`src/core/isb_pkg.sv`:
```
// Shared constants and state types of the two-wire bus controller.
package isb_pkg;

  // Register byte offsets on the APB side.
  localparam logic [7:0] ISB_OFF_CTRL = 8'h00;
  localparam logic [7:0] ISB_OFF_STAT = 8'h04;
  localparam logic [7:0] ISB_OFF_MASK = 8'h08;
  localparam logic [7:0] ISB_OFF_RATE = 8'h0C;
  localparam logic [7:0] ISB_OFF_TXH = 8'h10;
  localparam logic [7:0] ISB_OFF_RXH = 8'h14;
  localparam logic [7:0] ISB_OFF_OWN = 8'h18;

  // Field positions of control_word.
  localparam int ISB_C_ON = 15;
  localparam int ISB_C_TEN = 10;
  localparam int ISB_C_GC = 7;
  localparam int ISB_C_ACKV = 5;
  localparam int ISB_C_ACKR = 4;
  localparam int ISB_C_RCV = 3;
  localparam int ISB_C_STOP = 2;
  localparam int ISB_C_RST = 1;
  localparam int ISB_C_START = 0;

  // Field positions of bus_status.
  localparam int ISB_S_ACK = 15;
  localparam int ISB_S_BCOL = 10;
  localparam int ISB_S_WCOL = 7;
  localparam int ISB_S_STOP = 4;
  localparam int ISB_S_START = 3;
  localparam int ISB_S_READ = 2;
  localparam int ISB_S_RXF = 1;
  localparam int ISB_S_TXF = 0;

  // Reset values and bus timing figures.
  localparam logic [9:0] ISB_MASK_RESET = 10'h000;
  localparam int ISB_RATE_STEP = 2;
  localparam logic [4:0] ISB_TEN_PREFIX = 5'h1E;
  localparam logic [3:0] ISB_TX_BITS = 4'h9;
  localparam logic [3:0] ISB_RX_BITS = 4'h8;
  localparam logic [3:0] ISB_ACK_BITS = 4'h1;

  // Master sequencer states.
  typedef enum logic [3:0] {
    ISB_M_IDLE, ISB_M_S1, ISB_M_S2, ISB_M_S3, ISB_M_P1, ISB_M_P2, ISB_M_P3, ISB_M_BLO, ISB_M_BHI
  } isb_mstate_t;

  // Slave bit phases and byte kinds.
  typedef enum logic [1:0] {ISB_SL_IDLE, ISB_SL_BYTE, ISB_SL_ACKO, ISB_SL_ACKI} isb_sphase_t;
  typedef enum logic [1:0] {ISB_K_ADDR1, ISB_K_ADDR2, ISB_K_RX, ISB_K_TX} isb_skind_t;

endpackage

```
`src/core/isb_i2c.sv`:
```
// Two-wire bus controller with status, address mask, enable and rate generator.
// Functional notes
// - Start or repeated start sets the start-seen flag; stop clears it.
// - Matching slave address sets direction flag: 1 read, 0 write.
// - Received byte sets rx_holding_full; software read of rx_holding_reg clears it.
// - Software write sets tx_holding_full; byte fully shifted out clears it.
// - Ten-bit addressing: set mask bit makes that address bit don't-care.
// - Seven-bit addressing: mask bit n masks incoming address bit n+1.
// - Mask register top six bits read zero; ten mask bits reset zero.
// - module_on enables controller; master and slave then run together.
// - On enable both lines are released and the bus left idle.
// - Master starts only on a start, restart, stop, receive or acknowledge request, or a tx_holding_reg load.
// - Slave watches bus while module_on is set, starts on start plus matching address.
// - Enabled and unclaimed by higher priority, the controller owns the pins.
// - Master event pulse on start, stop, restart, byte, ack or collision.
// - Slave event pulse on address match, ack/nack of transmit, received byte.
// - rate_generator loads from rate_reload, counts to zero, then holds.
// - rate_generator decrements twice per instruction cycle.
// - rate_generator reloads on timing restart, as when clock is seen high.
// - Master clock period is one low interval plus one high interval.
// - Clock rate follows reload plus one cycles plus input filter delay.
// - start_request clears itself once the generated start completes.
//
// Implementation choices: the APB interface to the registers and the address map.
`timescale 1ns/10ps
`default_nettype none
module isb_i2c
  import isb_pkg::*;
#(
  parameter int ADDR_W = 8,
  parameter int RATE_W = 9
) (
  // Clock and reset.
  input wire logic REF_CLK,
  input wire logic RST,
  // APB slave.
  input wire logic PSEL,
  input wire logic PENABLE,
  input wire logic PWRITE,
  input wire logic [ADDR_W-1:0] PADDR,
  input wire logic [31:0] PWDATA,
  output logic [31:0] PRDATA,
  output logic PREADY,
  output logic PSLVERR,
  // Clock line, open drain.
  input wire logic SCL_IN,
  output logic SCL_OUT,
  output logic SCL_OE,
  // Data line, open drain.
  input wire logic SDA_IN,
  output logic SDA_OUT,
  output logic SDA_OE,
  // Pin ownership.
  input wire logic PIN_HELD_ELSEWHERE,
  output logic PIN_TAKEOVER,
  // Event pulses.
  output logic MASTER_EVENT_IRQ,
  output logic SLAVE_EVENT_IRQ
);

  typedef struct packed {
    logic module_on;
    logic ten_bit;
    logic gc_enable;
    logic ack_value;
    logic ack_request;
    logic recv_request;
    logic stop_request;
    logic restart_request;
    logic start_request;
    logic ack_status;
    logic bus_collision;
    logic write_collision;
    logic stop_seen;
    logic start_seen;
    logic slave_read;
    logic rx_holding_full;
    logic tx_holding_full;
    logic [9:0] addr_mask_bits;
    logic [9:0] own_addr;
    logic [RATE_W-1:0] rate_reload;
    logic [RATE_W-1:0] rate_generator;
    logic [7:0] tx_holding_reg;
    logic [7:0] rx_holding_reg;
    logic tx_go;
    logic [31:0] prdata;
    logic pslverr;
    logic scl_f;
    logic sda_f;
    logic scl_p;
    logic sda_p;
    isb_mstate_t m_state;
    logic [8:0] m_shift;
    logic [3:0] m_left;
    logic m_rx;
    logic [7:0] m_in;
    logic m_scl_low;
    logic m_sda_low;
    isb_sphase_t s_phase;
    isb_skind_t s_kind;
    logic [3:0] s_cnt;
    logic [7:0] s_shift;
    logic [7:0] s_tx;
    logic ten_matched;
    logic owned;
    logic scl_low;
    logic sda_low;
    logic m_irq;
    logic s_irq;
  } isb_state_t;

  isb_state_t s;
  isb_state_t next_s;

  logic setup_phase;
  logic wr_access;
  logic rd_access;
  logic [31:0] rd_value;
  logic addr_hit;
  logic master_busy;
  logic rate_done;
  logic scl_rise;
  logic scl_fall;
  logic start_det;
  logic stop_det;
  logic [7:0] byte_in;
  logic match7;
  logic match_gc;
  logic match10_hi;
  logic match10_lo;

  // Bus phase decode and event detection on the filtered lines.
  assign setup_phase = PSEL & ~PENABLE;
  assign wr_access = PSEL & PENABLE & PWRITE;
  assign rd_access = PSEL & PENABLE & ~PWRITE;
  assign master_busy = s.m_state != ISB_M_IDLE;
  assign rate_done = s.rate_generator == '0;
  assign scl_rise = s.scl_f & ~s.scl_p;
  assign scl_fall = ~s.scl_f & s.scl_p;
  assign start_det = s.scl_f & s.scl_p & s.sda_p & ~s.sda_f;
  assign stop_det = s.scl_f & s.scl_p & ~s.sda_p & s.sda_f;
  assign byte_in = s.s_shift;

  // Address comparators with per-bit masking.
  assign match7 = ((byte_in[7:1] ^ s.own_addr[6:0]) & ~s.addr_mask_bits[6:0]) == 7'h00;
  assign match_gc = s.gc_enable & (byte_in == 8'h00);
  assign match10_hi = (byte_in[7:3] == ISB_TEN_PREFIX)
    && (((byte_in[2:1] ^ s.own_addr[9:8]) & ~s.addr_mask_bits[9:8]) == 2'h0);
  assign match10_lo = ((byte_in ^ s.own_addr[7:0]) & ~s.addr_mask_bits[7:0]) == 8'h00;

  // Read multiplexer for the register map.
  always_comb begin
    addr_hit = 1'b1;
    rd_value = 32'h0000_0000;
    if (PADDR == ADDR_W'(ISB_OFF_CTRL)) begin
      rd_value[ISB_C_ON] = s.module_on;
      rd_value[ISB_C_TEN] = s.ten_bit;
      rd_value[ISB_C_GC] = s.gc_enable;
      rd_value[ISB_C_ACKV] = s.ack_value;
      rd_value[ISB_C_ACKR] = s.ack_request;
      rd_value[ISB_C_RCV] = s.recv_request;
      rd_value[ISB_C_STOP] = s.stop_request;
      rd_value[ISB_C_RST] = s.restart_request;
      rd_value[ISB_C_START] = s.start_request;
    end else if (PADDR == ADDR_W'(ISB_OFF_STAT)) begin
      rd_value[ISB_S_ACK] = s.ack_status;
      rd_value[ISB_S_BCOL] = s.bus_collision;
      rd_value[ISB_S_WCOL] = s.write_collision;
      rd_value[ISB_S_STOP] = s.stop_seen;
      rd_value[ISB_S_START] = s.start_seen;
      rd_value[ISB_S_READ] = s.slave_read;
      rd_value[ISB_S_RXF] = s.rx_holding_full;
      rd_value[ISB_S_TXF] = s.tx_holding_full;
    end else if (PADDR == ADDR_W'(ISB_OFF_MASK)) begin
      rd_value[9:0] = s.addr_mask_bits;
    end else if (PADDR == ADDR_W'(ISB_OFF_RATE)) begin
      rd_value[RATE_W-1:0] = s.rate_reload;
    end else if (PADDR == ADDR_W'(ISB_OFF_TXH)) begin
      rd_value[7:0] = s.tx_holding_reg;
    end else if (PADDR == ADDR_W'(ISB_OFF_RXH)) begin
      rd_value[7:0] = s.rx_holding_reg;
    end else if (PADDR == ADDR_W'(ISB_OFF_OWN)) begin
      rd_value[9:0] = s.own_addr;
    end else begin
      addr_hit = 1'b0;
    end
  end

  // Next-state logic: bus slave first so hardware sets below win over clears.
  always_comb begin
    next_s = s;
    next_s.m_irq = 1'b0;
    next_s.s_irq = 1'b0;
    next_s.scl_f = SCL_IN;
    next_s.sda_f = SDA_IN;
    next_s.scl_p = s.scl_f;
    next_s.sda_p = s.sda_f;
    if (setup_phase) begin
      next_s.prdata = rd_value;
      next_s.pslverr = ~addr_hit;
    end
    if (wr_access) begin
      if (PADDR == ADDR_W'(ISB_OFF_CTRL)) begin
        next_s.module_on = PWDATA[ISB_C_ON];
        next_s.ten_bit = PWDATA[ISB_C_TEN];
        next_s.gc_enable = PWDATA[ISB_C_GC];
        next_s.ack_value = PWDATA[ISB_C_ACKV];
        // Request bits cannot be queued behind a running master event.
        if (!master_busy && !s.start_request && !s.restart_request) begin
          next_s.ack_request = PWDATA[ISB_C_ACKR];
          next_s.recv_request = PWDATA[ISB_C_RCV];
          next_s.stop_request = PWDATA[ISB_C_STOP];
          next_s.restart_request = PWDATA[ISB_C_RST];
          next_s.start_request = PWDATA[ISB_C_START];
        end
      end else if (PADDR == ADDR_W'(ISB_OFF_STAT)) begin
        next_s.write_collision = s.write_collision & PWDATA[ISB_S_WCOL];
        next_s.bus_collision = s.bus_collision & PWDATA[ISB_S_BCOL];
      end else if (PADDR == ADDR_W'(ISB_OFF_MASK)) begin
        next_s.addr_mask_bits = PWDATA[9:0];
      end else if (PADDR == ADDR_W'(ISB_OFF_RATE)) begin
        next_s.rate_reload = PWDATA[RATE_W-1:0];
      end else if (PADDR == ADDR_W'(ISB_OFF_OWN)) begin
        next_s.own_addr = PWDATA[9:0];
      end else if (PADDR == ADDR_W'(ISB_OFF_TXH)) begin
        if (master_busy || s.start_request || s.restart_request) begin
          next_s.write_collision = 1'b1;
        end else begin
          next_s.tx_holding_reg = PWDATA[7:0];
          next_s.tx_holding_full = 1'b1;
          // A load that is not slave reply data launches a master transmit.
          next_s.tx_go = ~(s.s_phase != ISB_SL_IDLE && s.s_kind == ISB_K_TX);
        end
      end
    end
    if (rd_access && PADDR == ADDR_W'(ISB_OFF_RXH)) begin
      next_s.rx_holding_full = 1'b0;
    end

    // Rate generator: steps by two per cycle and rests at zero.
    next_s.rate_generator = (s.rate_generator > RATE_W'(ISB_RATE_STEP))
      ? s.rate_generator - RATE_W'(ISB_RATE_STEP) : '0;

    // Master sequencer; each state but ISB_M_IDLE is one rate interval.
    case (s.m_state)
      ISB_M_IDLE: begin
        if (s.module_on && s.owned) begin
          if (s.start_request || s.restart_request) begin
            next_s.m_sda_low = 1'b0;
            next_s.m_state = ISB_M_S1;
            next_s.rate_generator = s.rate_reload;
          end else if (s.stop_request) begin
            next_s.m_sda_low = 1'b1;
            next_s.m_state = ISB_M_P1;
            next_s.rate_generator = s.rate_reload;
          end else if (s.tx_go) begin
            next_s.m_shift = {s.tx_holding_reg, 1'b1};
            next_s.m_left = ISB_TX_BITS;
            next_s.m_rx = 1'b0;
            next_s.m_state = ISB_M_BLO;
            next_s.rate_generator = s.rate_reload;
          end else if (s.recv_request) begin
            next_s.m_shift = 9'h1FF;
            next_s.m_left = ISB_RX_BITS;
            next_s.m_rx = 1'b1;
            next_s.m_state = ISB_M_BLO;
            next_s.rate_generator = s.rate_reload;
          end else if (s.ack_request) begin
            next_s.m_shift = {s.ack_value, 8'hFF};
            next_s.m_left = ISB_ACK_BITS;
            next_s.m_rx = 1'b0;
            next_s.m_state = ISB_M_BLO;
            next_s.rate_generator = s.rate_reload;
          end
        end
      end
      ISB_M_S1: begin
        if (rate_done) begin
          next_s.m_scl_low = 1'b0;
          next_s.m_state = ISB_M_S2;
          next_s.rate_generator = s.rate_reload;
        end
      end
      ISB_M_S2: begin
        if (!s.scl_f) begin
          next_s.rate_generator = s.rate_reload;
        end else if (rate_done) begin
          next_s.m_sda_low = 1'b1;
          next_s.m_state = ISB_M_S3;
          next_s.rate_generator = s.rate_reload;
        end
      end
      ISB_M_S3: begin
        if (rate_done) begin
          next_s.m_scl_low = 1'b1;
          next_s.start_request = 1'b0;
          next_s.restart_request = 1'b0;
          next_s.m_irq = 1'b1;
          next_s.m_state = ISB_M_IDLE;
        end
      end
      ISB_M_P1: begin
        if (rate_done) begin
          next_s.m_scl_low = 1'b0;
          next_s.m_state = ISB_M_P2;
          next_s.rate_generator = s.rate_reload;
        end
      end
      ISB_M_P2: begin
        if (!s.scl_f) begin
          next_s.rate_generator = s.rate_reload;
        end else if (rate_done) begin
          next_s.m_sda_low = 1'b0;
          next_s.m_state = ISB_M_P3;
          next_s.rate_generator = s.rate_reload;
        end
      end
      ISB_M_P3: begin
        if (rate_done) begin
          next_s.stop_request = 1'b0;
          next_s.m_irq = 1'b1;
          next_s.m_state = ISB_M_IDLE;
        end
      end
      ISB_M_BLO: begin
        // Low half of the bit: data settles while the clock is held low.
        next_s.m_sda_low = ~s.m_shift[8];
        if (rate_done) begin
          next_s.m_scl_low = 1'b0;
          next_s.m_state = ISB_M_BHI;
          next_s.rate_generator = s.rate_reload;
        end
      end
      ISB_M_BHI: begin
        if (!s.scl_f) begin
          next_s.rate_generator = s.rate_reload;
        end else if (rate_done) begin
          next_s.m_in = {s.m_in[6:0], s.sda_f};
          if (!s.m_rx && s.tx_go && s.m_left > 4'h1 && s.m_shift[8] && !s.sda_f) begin
            // Someone else pulled data low while we released it: lose the bus.
            next_s.bus_collision = 1'b1;
            next_s.tx_go = 1'b0;
            next_s.tx_holding_full = 1'b0;
            next_s.m_scl_low = 1'b0;
            next_s.m_sda_low = 1'b0;
            next_s.m_irq = 1'b1;
            next_s.m_state = ISB_M_IDLE;
          end else begin
            next_s.m_scl_low = 1'b1;
            next_s.m_shift = {s.m_shift[7:0], 1'b1};
            next_s.m_left = s.m_left - 4'h1;
            if (s.tx_go && s.m_left == 4'h2) begin
              next_s.tx_holding_full = 1'b0;
            end
            if (s.m_left == 4'h1) begin
              if (s.tx_go) begin
                next_s.ack_status = s.sda_f;
                next_s.tx_go = 1'b0;
              end else if (s.m_rx) begin
                next_s.rx_holding_reg = {s.m_in[6:0], s.sda_f};
                next_s.rx_holding_full = 1'b1;
                next_s.recv_request = 1'b0;
              end else begin
                next_s.ack_request = 1'b0;
              end
              next_s.m_irq = 1'b1;
              next_s.m_state = ISB_M_IDLE;
            end else begin
              next_s.m_state = ISB_M_BLO;
              next_s.rate_generator = s.rate_reload;
            end
          end
        end
      end
      default: begin
        next_s.m_state = ISB_M_IDLE;
      end
    endcase

    // Slave receiver and transmitter, watching every bus transfer.
    case (s.s_phase)
      ISB_SL_BYTE: begin
        if (scl_rise) begin
          next_s.s_shift = {s.s_shift[6:0], s.sda_f};
          next_s.s_cnt = s.s_cnt + 4'h1;
        end else if (scl_fall && s.s_cnt < 4'h8 && s.s_kind == ISB_K_TX) begin
          next_s.s_tx = {s.s_tx[6:0], 1'b1};
        end else if (scl_fall && s.s_cnt == 4'h8) begin
          next_s.s_phase = ISB_SL_IDLE;
          case (s.s_kind)
            ISB_K_ADDR1: begin
              if (!s.ten_bit && (match7 || match_gc)) begin
                next_s.slave_read = byte_in[0];
                next_s.s_kind = byte_in[0] ? ISB_K_TX : ISB_K_RX;
                next_s.s_phase = ISB_SL_ACKO;
                next_s.s_irq = 1'b1;
              end else if (s.ten_bit && match10_hi && !byte_in[0]) begin
                next_s.slave_read = 1'b0;
                next_s.s_kind = ISB_K_ADDR2;
                next_s.s_phase = ISB_SL_ACKO;
              end else if (s.ten_bit && match10_hi && s.ten_matched) begin
                next_s.slave_read = 1'b1;
                next_s.s_kind = ISB_K_TX;
                next_s.s_phase = ISB_SL_ACKO;
                next_s.s_irq = 1'b1;
              end
            end
            ISB_K_ADDR2: begin
              if (match10_lo) begin
                next_s.ten_matched = 1'b1;
                next_s.s_kind = ISB_K_RX;
                next_s.s_phase = ISB_SL_ACKO;
                next_s.s_irq = 1'b1;
              end
            end
            ISB_K_RX: begin
              next_s.rx_holding_reg = byte_in;
              next_s.rx_holding_full = 1'b1;
              next_s.s_phase = ISB_SL_ACKO;
              next_s.s_irq = 1'b1;
            end
            default: begin
              next_s.tx_holding_full = 1'b0;
              next_s.s_phase = ISB_SL_ACKI;
            end
          endcase
        end
      end
      ISB_SL_ACKO: begin
        if (scl_fall) begin
          next_s.s_phase = ISB_SL_BYTE;
          next_s.s_cnt = 4'h0;
          next_s.s_tx = s.tx_holding_reg;
        end
      end
      ISB_SL_ACKI: begin
        if (scl_rise) begin
          next_s.s_irq = 1'b1;
          if (s.sda_f) begin
            next_s.s_phase = ISB_SL_IDLE;
          end
        end else if (scl_fall) begin
          next_s.s_phase = ISB_SL_BYTE;
          next_s.s_cnt = 4'h0;
          next_s.s_tx = s.tx_holding_reg;
        end
      end
      default: begin
        next_s.s_phase = ISB_SL_IDLE;
      end
    endcase

    // Start and stop detection override whatever the slave was doing.
    if (start_det) begin
      next_s.start_seen = 1'b1;
      next_s.stop_seen = 1'b0;
      next_s.s_phase = ISB_SL_BYTE;
      next_s.s_kind = ISB_K_ADDR1;
      next_s.s_cnt = 4'h0;
    end else if (stop_det) begin
      next_s.start_seen = 1'b0;
      next_s.stop_seen = 1'b1;
      next_s.s_phase = ISB_SL_IDLE;
      next_s.ten_matched = 1'b0;
    end

    // A disabled controller parks both engines and lets go of the lines.
    if (!s.module_on) begin
      next_s.m_state = ISB_M_IDLE;
      next_s.s_phase = ISB_SL_IDLE;
      next_s.m_scl_low = 1'b0;
      next_s.m_sda_low = 1'b0;
      next_s.ten_matched = 1'b0;
    end

    // Pin ownership and registered pull-low requests.
    next_s.owned = next_s.module_on & ~PIN_HELD_ELSEWHERE;
    next_s.scl_low = next_s.owned & next_s.m_scl_low;
    next_s.sda_low = next_s.owned & (next_s.m_sda_low | (next_s.s_phase == ISB_SL_ACKO)
      | (next_s.s_phase == ISB_SL_BYTE && next_s.s_kind == ISB_K_TX
      && next_s.s_cnt < 4'h8 && !next_s.s_tx[7]));
  end

  // State register; everything clears on reset, leaving the lines released.
  always_ff @(posedge REF_CLK) begin
    if (RST) begin
      s <= '0;
    end else begin
      s <= next_s;
    end
  end

  // Port drive from registered state; ready and line data are tied constant.
  assign PRDATA = s.prdata;
  assign PREADY = 1'b1;
  assign PSLVERR = s.pslverr;
  assign SCL_OUT = 1'b0;
  assign SDA_OUT = 1'b0;
  assign SCL_OE = s.scl_low;
  assign SDA_OE = s.sda_low;
  assign PIN_TAKEOVER = s.owned;
  assign MASTER_EVENT_IRQ = s.m_irq;
  assign SLAVE_EVENT_IRQ = s.s_irq;

endmodule // isb_i2c
`default_nettype wire

```
`config.mk`:
```
export PLATFORM = sky130hd
export DESIGN_NAME = isb_i2c
export DESIGN_NICKNAME = d
export VERILOG_FILES = /design/src/core/isb_pkg.sv /design/src/core/isb_i2c.sv
export SDC_FILE = /design/constraint.sdc
export NUM_CORES = 1
export LEC_CHECK = 0
export BUFFER_PORTS_ARGS = -buffer_cell sky130_fd_sc_hd__buf_2
export CAP_MARGIN = 15
export CORE_AREA = 2 2 129 131
export CTS_CLUSTER_SIZE = 10
export DETAILED_ROUTE_END_ITERATION = 6
export DIE_AREA = 0 0 131 133
export PLACE_DENSITY = 0.74
export SKIP_LAST_GASP = 1
export SLEW_MARGIN = 40
export SYNTH_ARGS = -nofsm -noshare
export SYNTH_HDL_FRONTEND = slang
export SYNTH_SLANG_ARGS = --single-unit
```
`constraint.sdc`:
```
create_clock -name REF_CLK -period 2.3 [get_ports REF_CLK]
set_input_delay 0.115 -clock REF_CLK [delete_from_list [all_inputs] [get_ports REF_CLK]]
set_output_delay 0.115 -clock REF_CLK [all_outputs]
set_load 0.05 [all_outputs]
```
======== After elaboration in Yosys (flattened, before gate mapping) ========
Cells that the tools add are included.
word-level totals
  register bits after elaboration ......... 146
  logic and storage cells ................. 445
operators by class
  $add $sub $neg .......................... 3
  magnitude comparators ................... 4
  equal/unequal tests ..................... 49
  muxes and demuxes ....................... 220
  bitwise operators ....................... 50
  reductions and logical operators ........ 70
operators by type and width
  kind                count
  $mux 9              22
  $mux 10             11
  $mux 8              13
  $mux 1              91
  $mux 30             3
  $mux 4              21
  $mux 18             4
  $mux 2              30
  $ne 2x2->1 const B  19
  $pmux 9 s4          1
  $mux 17             2
  $pmux 4 s8          1
  $mux 14             2
  $pmux 13 s2         1
  $eq 8x5->1 const B  3
  $logic_not 8->1     3
  $pmux 8 s3          1
  $not 1->1           22
  $logic_and 1x1->1   21
  $mux 19             1
  $reduce_and 6->1    3
  $and 1x1->1         17
  $eq 4x3->1 const B  4
  $eq 8x4->1 const B  2
  other kinds (55)    98

======== Longest topological paths before layout ========
  depth in word-level cells ............... 23
  gate-level depth with buffers ........... 10

======== Worst setup path before layout ========
OpenSTA, ideal clock, no wires.
  kind .................................... register to register
  start ................................... reg s[117] (netlist name)
  end ..................................... reg s[101] (netlist name)
  library setup time ...................... 0.088 ns
  arrival ................................. 2.274 ns
  data required time ...................... 2.212 ns
  setup slack ............................. -0.063 ns
  cell stages (with the launch flop) ...... 9
  path buffers ............................ 1
  period minus slack after synthesis ...... 2.363 ns
  path through ............................ dfxtp_1 -> or4_4 -> nor3_4 -> nand3_2 -> or4b_1 -> buf_4 -> clkinv_2 -> nand2_1 -> a311oi_2
between the ends
  word-level cells in the longest chain between the ends .. 9
ends and longest elaborated chain
  item                    RTL line        source
  start, declared         isb_i2c.sv:112  isb_state_t s;
  start signal, assigned  isb_i2c.sv:489  s <= next_s;
  $logic_not 9->1 *       isb_i2c.sv:137  assign rate_done = s.rate_generator == '0;
  $mux 9 *                isb_i2c.sv:337  end else if (rate_done) begin
  $mux 9 *                isb_i2c.sv:335  if (!s.scl_f) begin
  $mux 9 *                isb_i2c.sv:245  case (s.m_state)
  $mux 8                  isb_i2c.sv:390  case (s.s_kind)
  $mux 8                  isb_i2c.sv:388  end else if (scl_fall && s.s_cnt == 4'h8) begin
  $mux 8                  isb_i2c.sv:386  end else if (scl_fall && s.s_cnt < 4'h8 && s.s_kind == ISB_K_TX) begin
  $mux 8                  isb_i2c.sv:383  if (scl_rise) begin
  $mux 8 *                isb_i2c.sv:381  case (s.s_phase)
Every way passes the cells marked *; elsewhere a longest branch is shown, timed or not.
A chain may end at the register's enable or synchronous reset.

======== Worst setup path after layout ========
  start ................................... reg s[112] (netlist name)
  end ..................................... reg s[100] (netlist name)
Same word-level chain as after synthesis.

==> impl_metrics.tcl <==
set metrics [dict create \
    status "finished, violations left" \
    failed_checks "negative setup slack" \
    cp_max_fo 8 \
    grt_antenna_before_repair 0 \
    ys_seq_elements 146 \
    fin_ws_ps -136 \
    clkTransAtPathRegs_ps 60 \
    synth-seq-area-share 0.369 \
    dp.cells 1269 \
    dpl-instance-area_mm2 0.00871 \
    crit_type "flip-flop to flip-flop" \
    syn-mean-instance-area_um2 7.98 \
    cts-root-buf "clkbuf_16" \
    portBuffers 45 \
    grt_pass1_wl_um 36300 \
    skew_ps 8.95 \
    whs_ps 20.4 \
    tns_ps -452 \
    setup_viol 10 \
    synthArstFlopShare 0 \
    hp-class "input pin to flip-flop" \
    critPathArrivalTime_ps 2760 \
    p_leak_nw 3.68 \
    place_congestion 0.937 \
    hold_viol_final 0 \
    peakVddDrop_uv 516 \
    grt_max_degree 49 \
    min_period_over_period 1.06 \
    final_core_util 0.590 \
    power.density_mw_per_mm2 709 \
    start_util 0.489 \
    power_mw 6.76 \
    cts_buffer_depth 2 \
    synth_ff_type "dfxtp_1" \
    clock_sinks 146 \
    finalMaxSlewViolations 0 \
    die_y_um 133 \
    rows 47 \
    syn-cell-area_mm2 0.00792 \
    fin_cells 1312 \
    postRouteAntennaNets 0 \
    mostFrequentLayoutCell "dfxtp_1" \
    required_ps 2630 \
    core_area_mm2 0.0162 \
    timing.critical_path.to_type "flip-flop" \
    drt_iter0_drc 864 \
    layout_common_cells "145 x dfxtp_1, 135 x nor2_1, 107 x nand2_1" \
    dieArea_mm2 0.0174 \
    cts_max_level 4 \
    wl_per_cell_um 17.7 \
    area_growth_pct 20.6 \
    grt_usage 0.266 \
    gr-total-overflow 0 \
    n_antenna_cell 0 \
    dpl_worst_slack_ps -173 \
    vias_per_cell 5.93 \
    max_slew_margin 0.521 \
    synth_cells 992 \
    drc 0 \
    synth-edff-count 0 \
    fin_area_mm2 0.00954 \
    tightest_slew_ps 717 \
    yosys_warnings 0 \
    die_w_um 131 \
    max_freq_mhz 411 \
    drv_cap 0 \
    worstSkewPairLatency_ps 430 \
    io_pins 89 \
    cp-start-kind "flip-flop" \
    whs_path_depth 3 \
    cts_tree "yes" \
    cts_buffers 17 \
    reg2reg_depth 7 \
    vias 7778 \
    rsz0062_at_grt "yes" \
    first_pass_iters 6 \
    ys_types 75 \
    nNetsFinal 1134 \
    post-route-min-period_ps 2440 \
    hpwl_um 16500 \
    first_global_vias 7031 \
    wirelength_um 23200 \
    drive_gt1_frac 0.203 \
]
==> Yosys cell counts, types with 11 or more instances <==
library cell  count  area, um2
o22ai_1          15       93.8
a31oi_1          15       93.8
xnor2_1          19        166
nand2_1         113        424
buf_4            36        270
a22oi_1          11       82.6
inv_1            13       48.8
nor3_1           35        175
dfxtp_1         146       2920
o21ai_0          28        140
nand3_1          20        100
nor2_1          136        510
a21oi_1          79        395
mux2i_1          52        521
a211oi_1         15        113
clkbuf_1         57        214
nand2b_1         20        125
nor2b_1          22        138
==> flip-flops by register name, summed over array words and instances (netlist names), 2 cells and up <==
signal and count:
s 118, PRDATA 12, byte_in 8, next_s 2
==> critical path: stages, from the launching register on <==
cell and delay (ps):
dfxtp_1 310, or4_4 570, nor3_4 240, nand3_2 120, or4b_4 600, clkinv_8 110
nand2_2 70, a311oi_2 310
==> timing repair <==
item | CTS | global route
endpoints found under the setup margin | 9 | 32
gates resized for setup | 15 | 14
pin swaps | 7 | 8
buffers inserted | 1 | 3
hold buffers | 9 | 0
hold endpoints to repair | 10 | 0
==> layer usage <==
layer,track usage,wire length [um]
met1,0.365,9740
met2,0.413,10800
met3,0.0469,1960
met4,0.106,715
met5,0,0
==> layout make-up <==
class / count / area [um2]
clock buffer: 19 / 443
clock inverter: 12 / 156
fill: 1419 / 6630
inverter: 15 / 68.8
multi-input combinational: 749 / 4610
sequential: 146 / 2920
tap: 220 / 275
timing repair buffer: 151 / 1070
==> power breakdown <==
part,internal (mW),switching (mW),total (mW)
sequential,2.60,0.0560,2.66
combinational,0.518,0.731,1.25
clock,1.73,1.12,2.86
==> kinds of logic (layout without fill, tap and decap cells) <==
group | after synthesis | count (layout) | share of synthesized area
adders and majority gates | 6 | 6 | 0.00948
other | 2 | 23 | 0.000949
and+or+nand+nor | 402 | 402 | 0.241
AOI/OAI and AO/OA | 232 | 232 | 0.196
muxes | 60 | 60 | 0.0800
DFF | 146 | 146 | 0.369
buffers and inverters | 118 | 197 | 0.0741
xor gates and xnor gates | 26 | 26 | 0.0288
==> path summary, 6_finish.rpt <==
check | startpoint | end | slack (ps)
worst min-delay path | PWDATA[2] | s[106] | 20
worst max register to register | s[112] | s[100] | -140
worst min register to register | s[7] | s[7] | 450
worst max-delay path | s[112] | s[100] | -140
(Power assumes the default switching activity.)
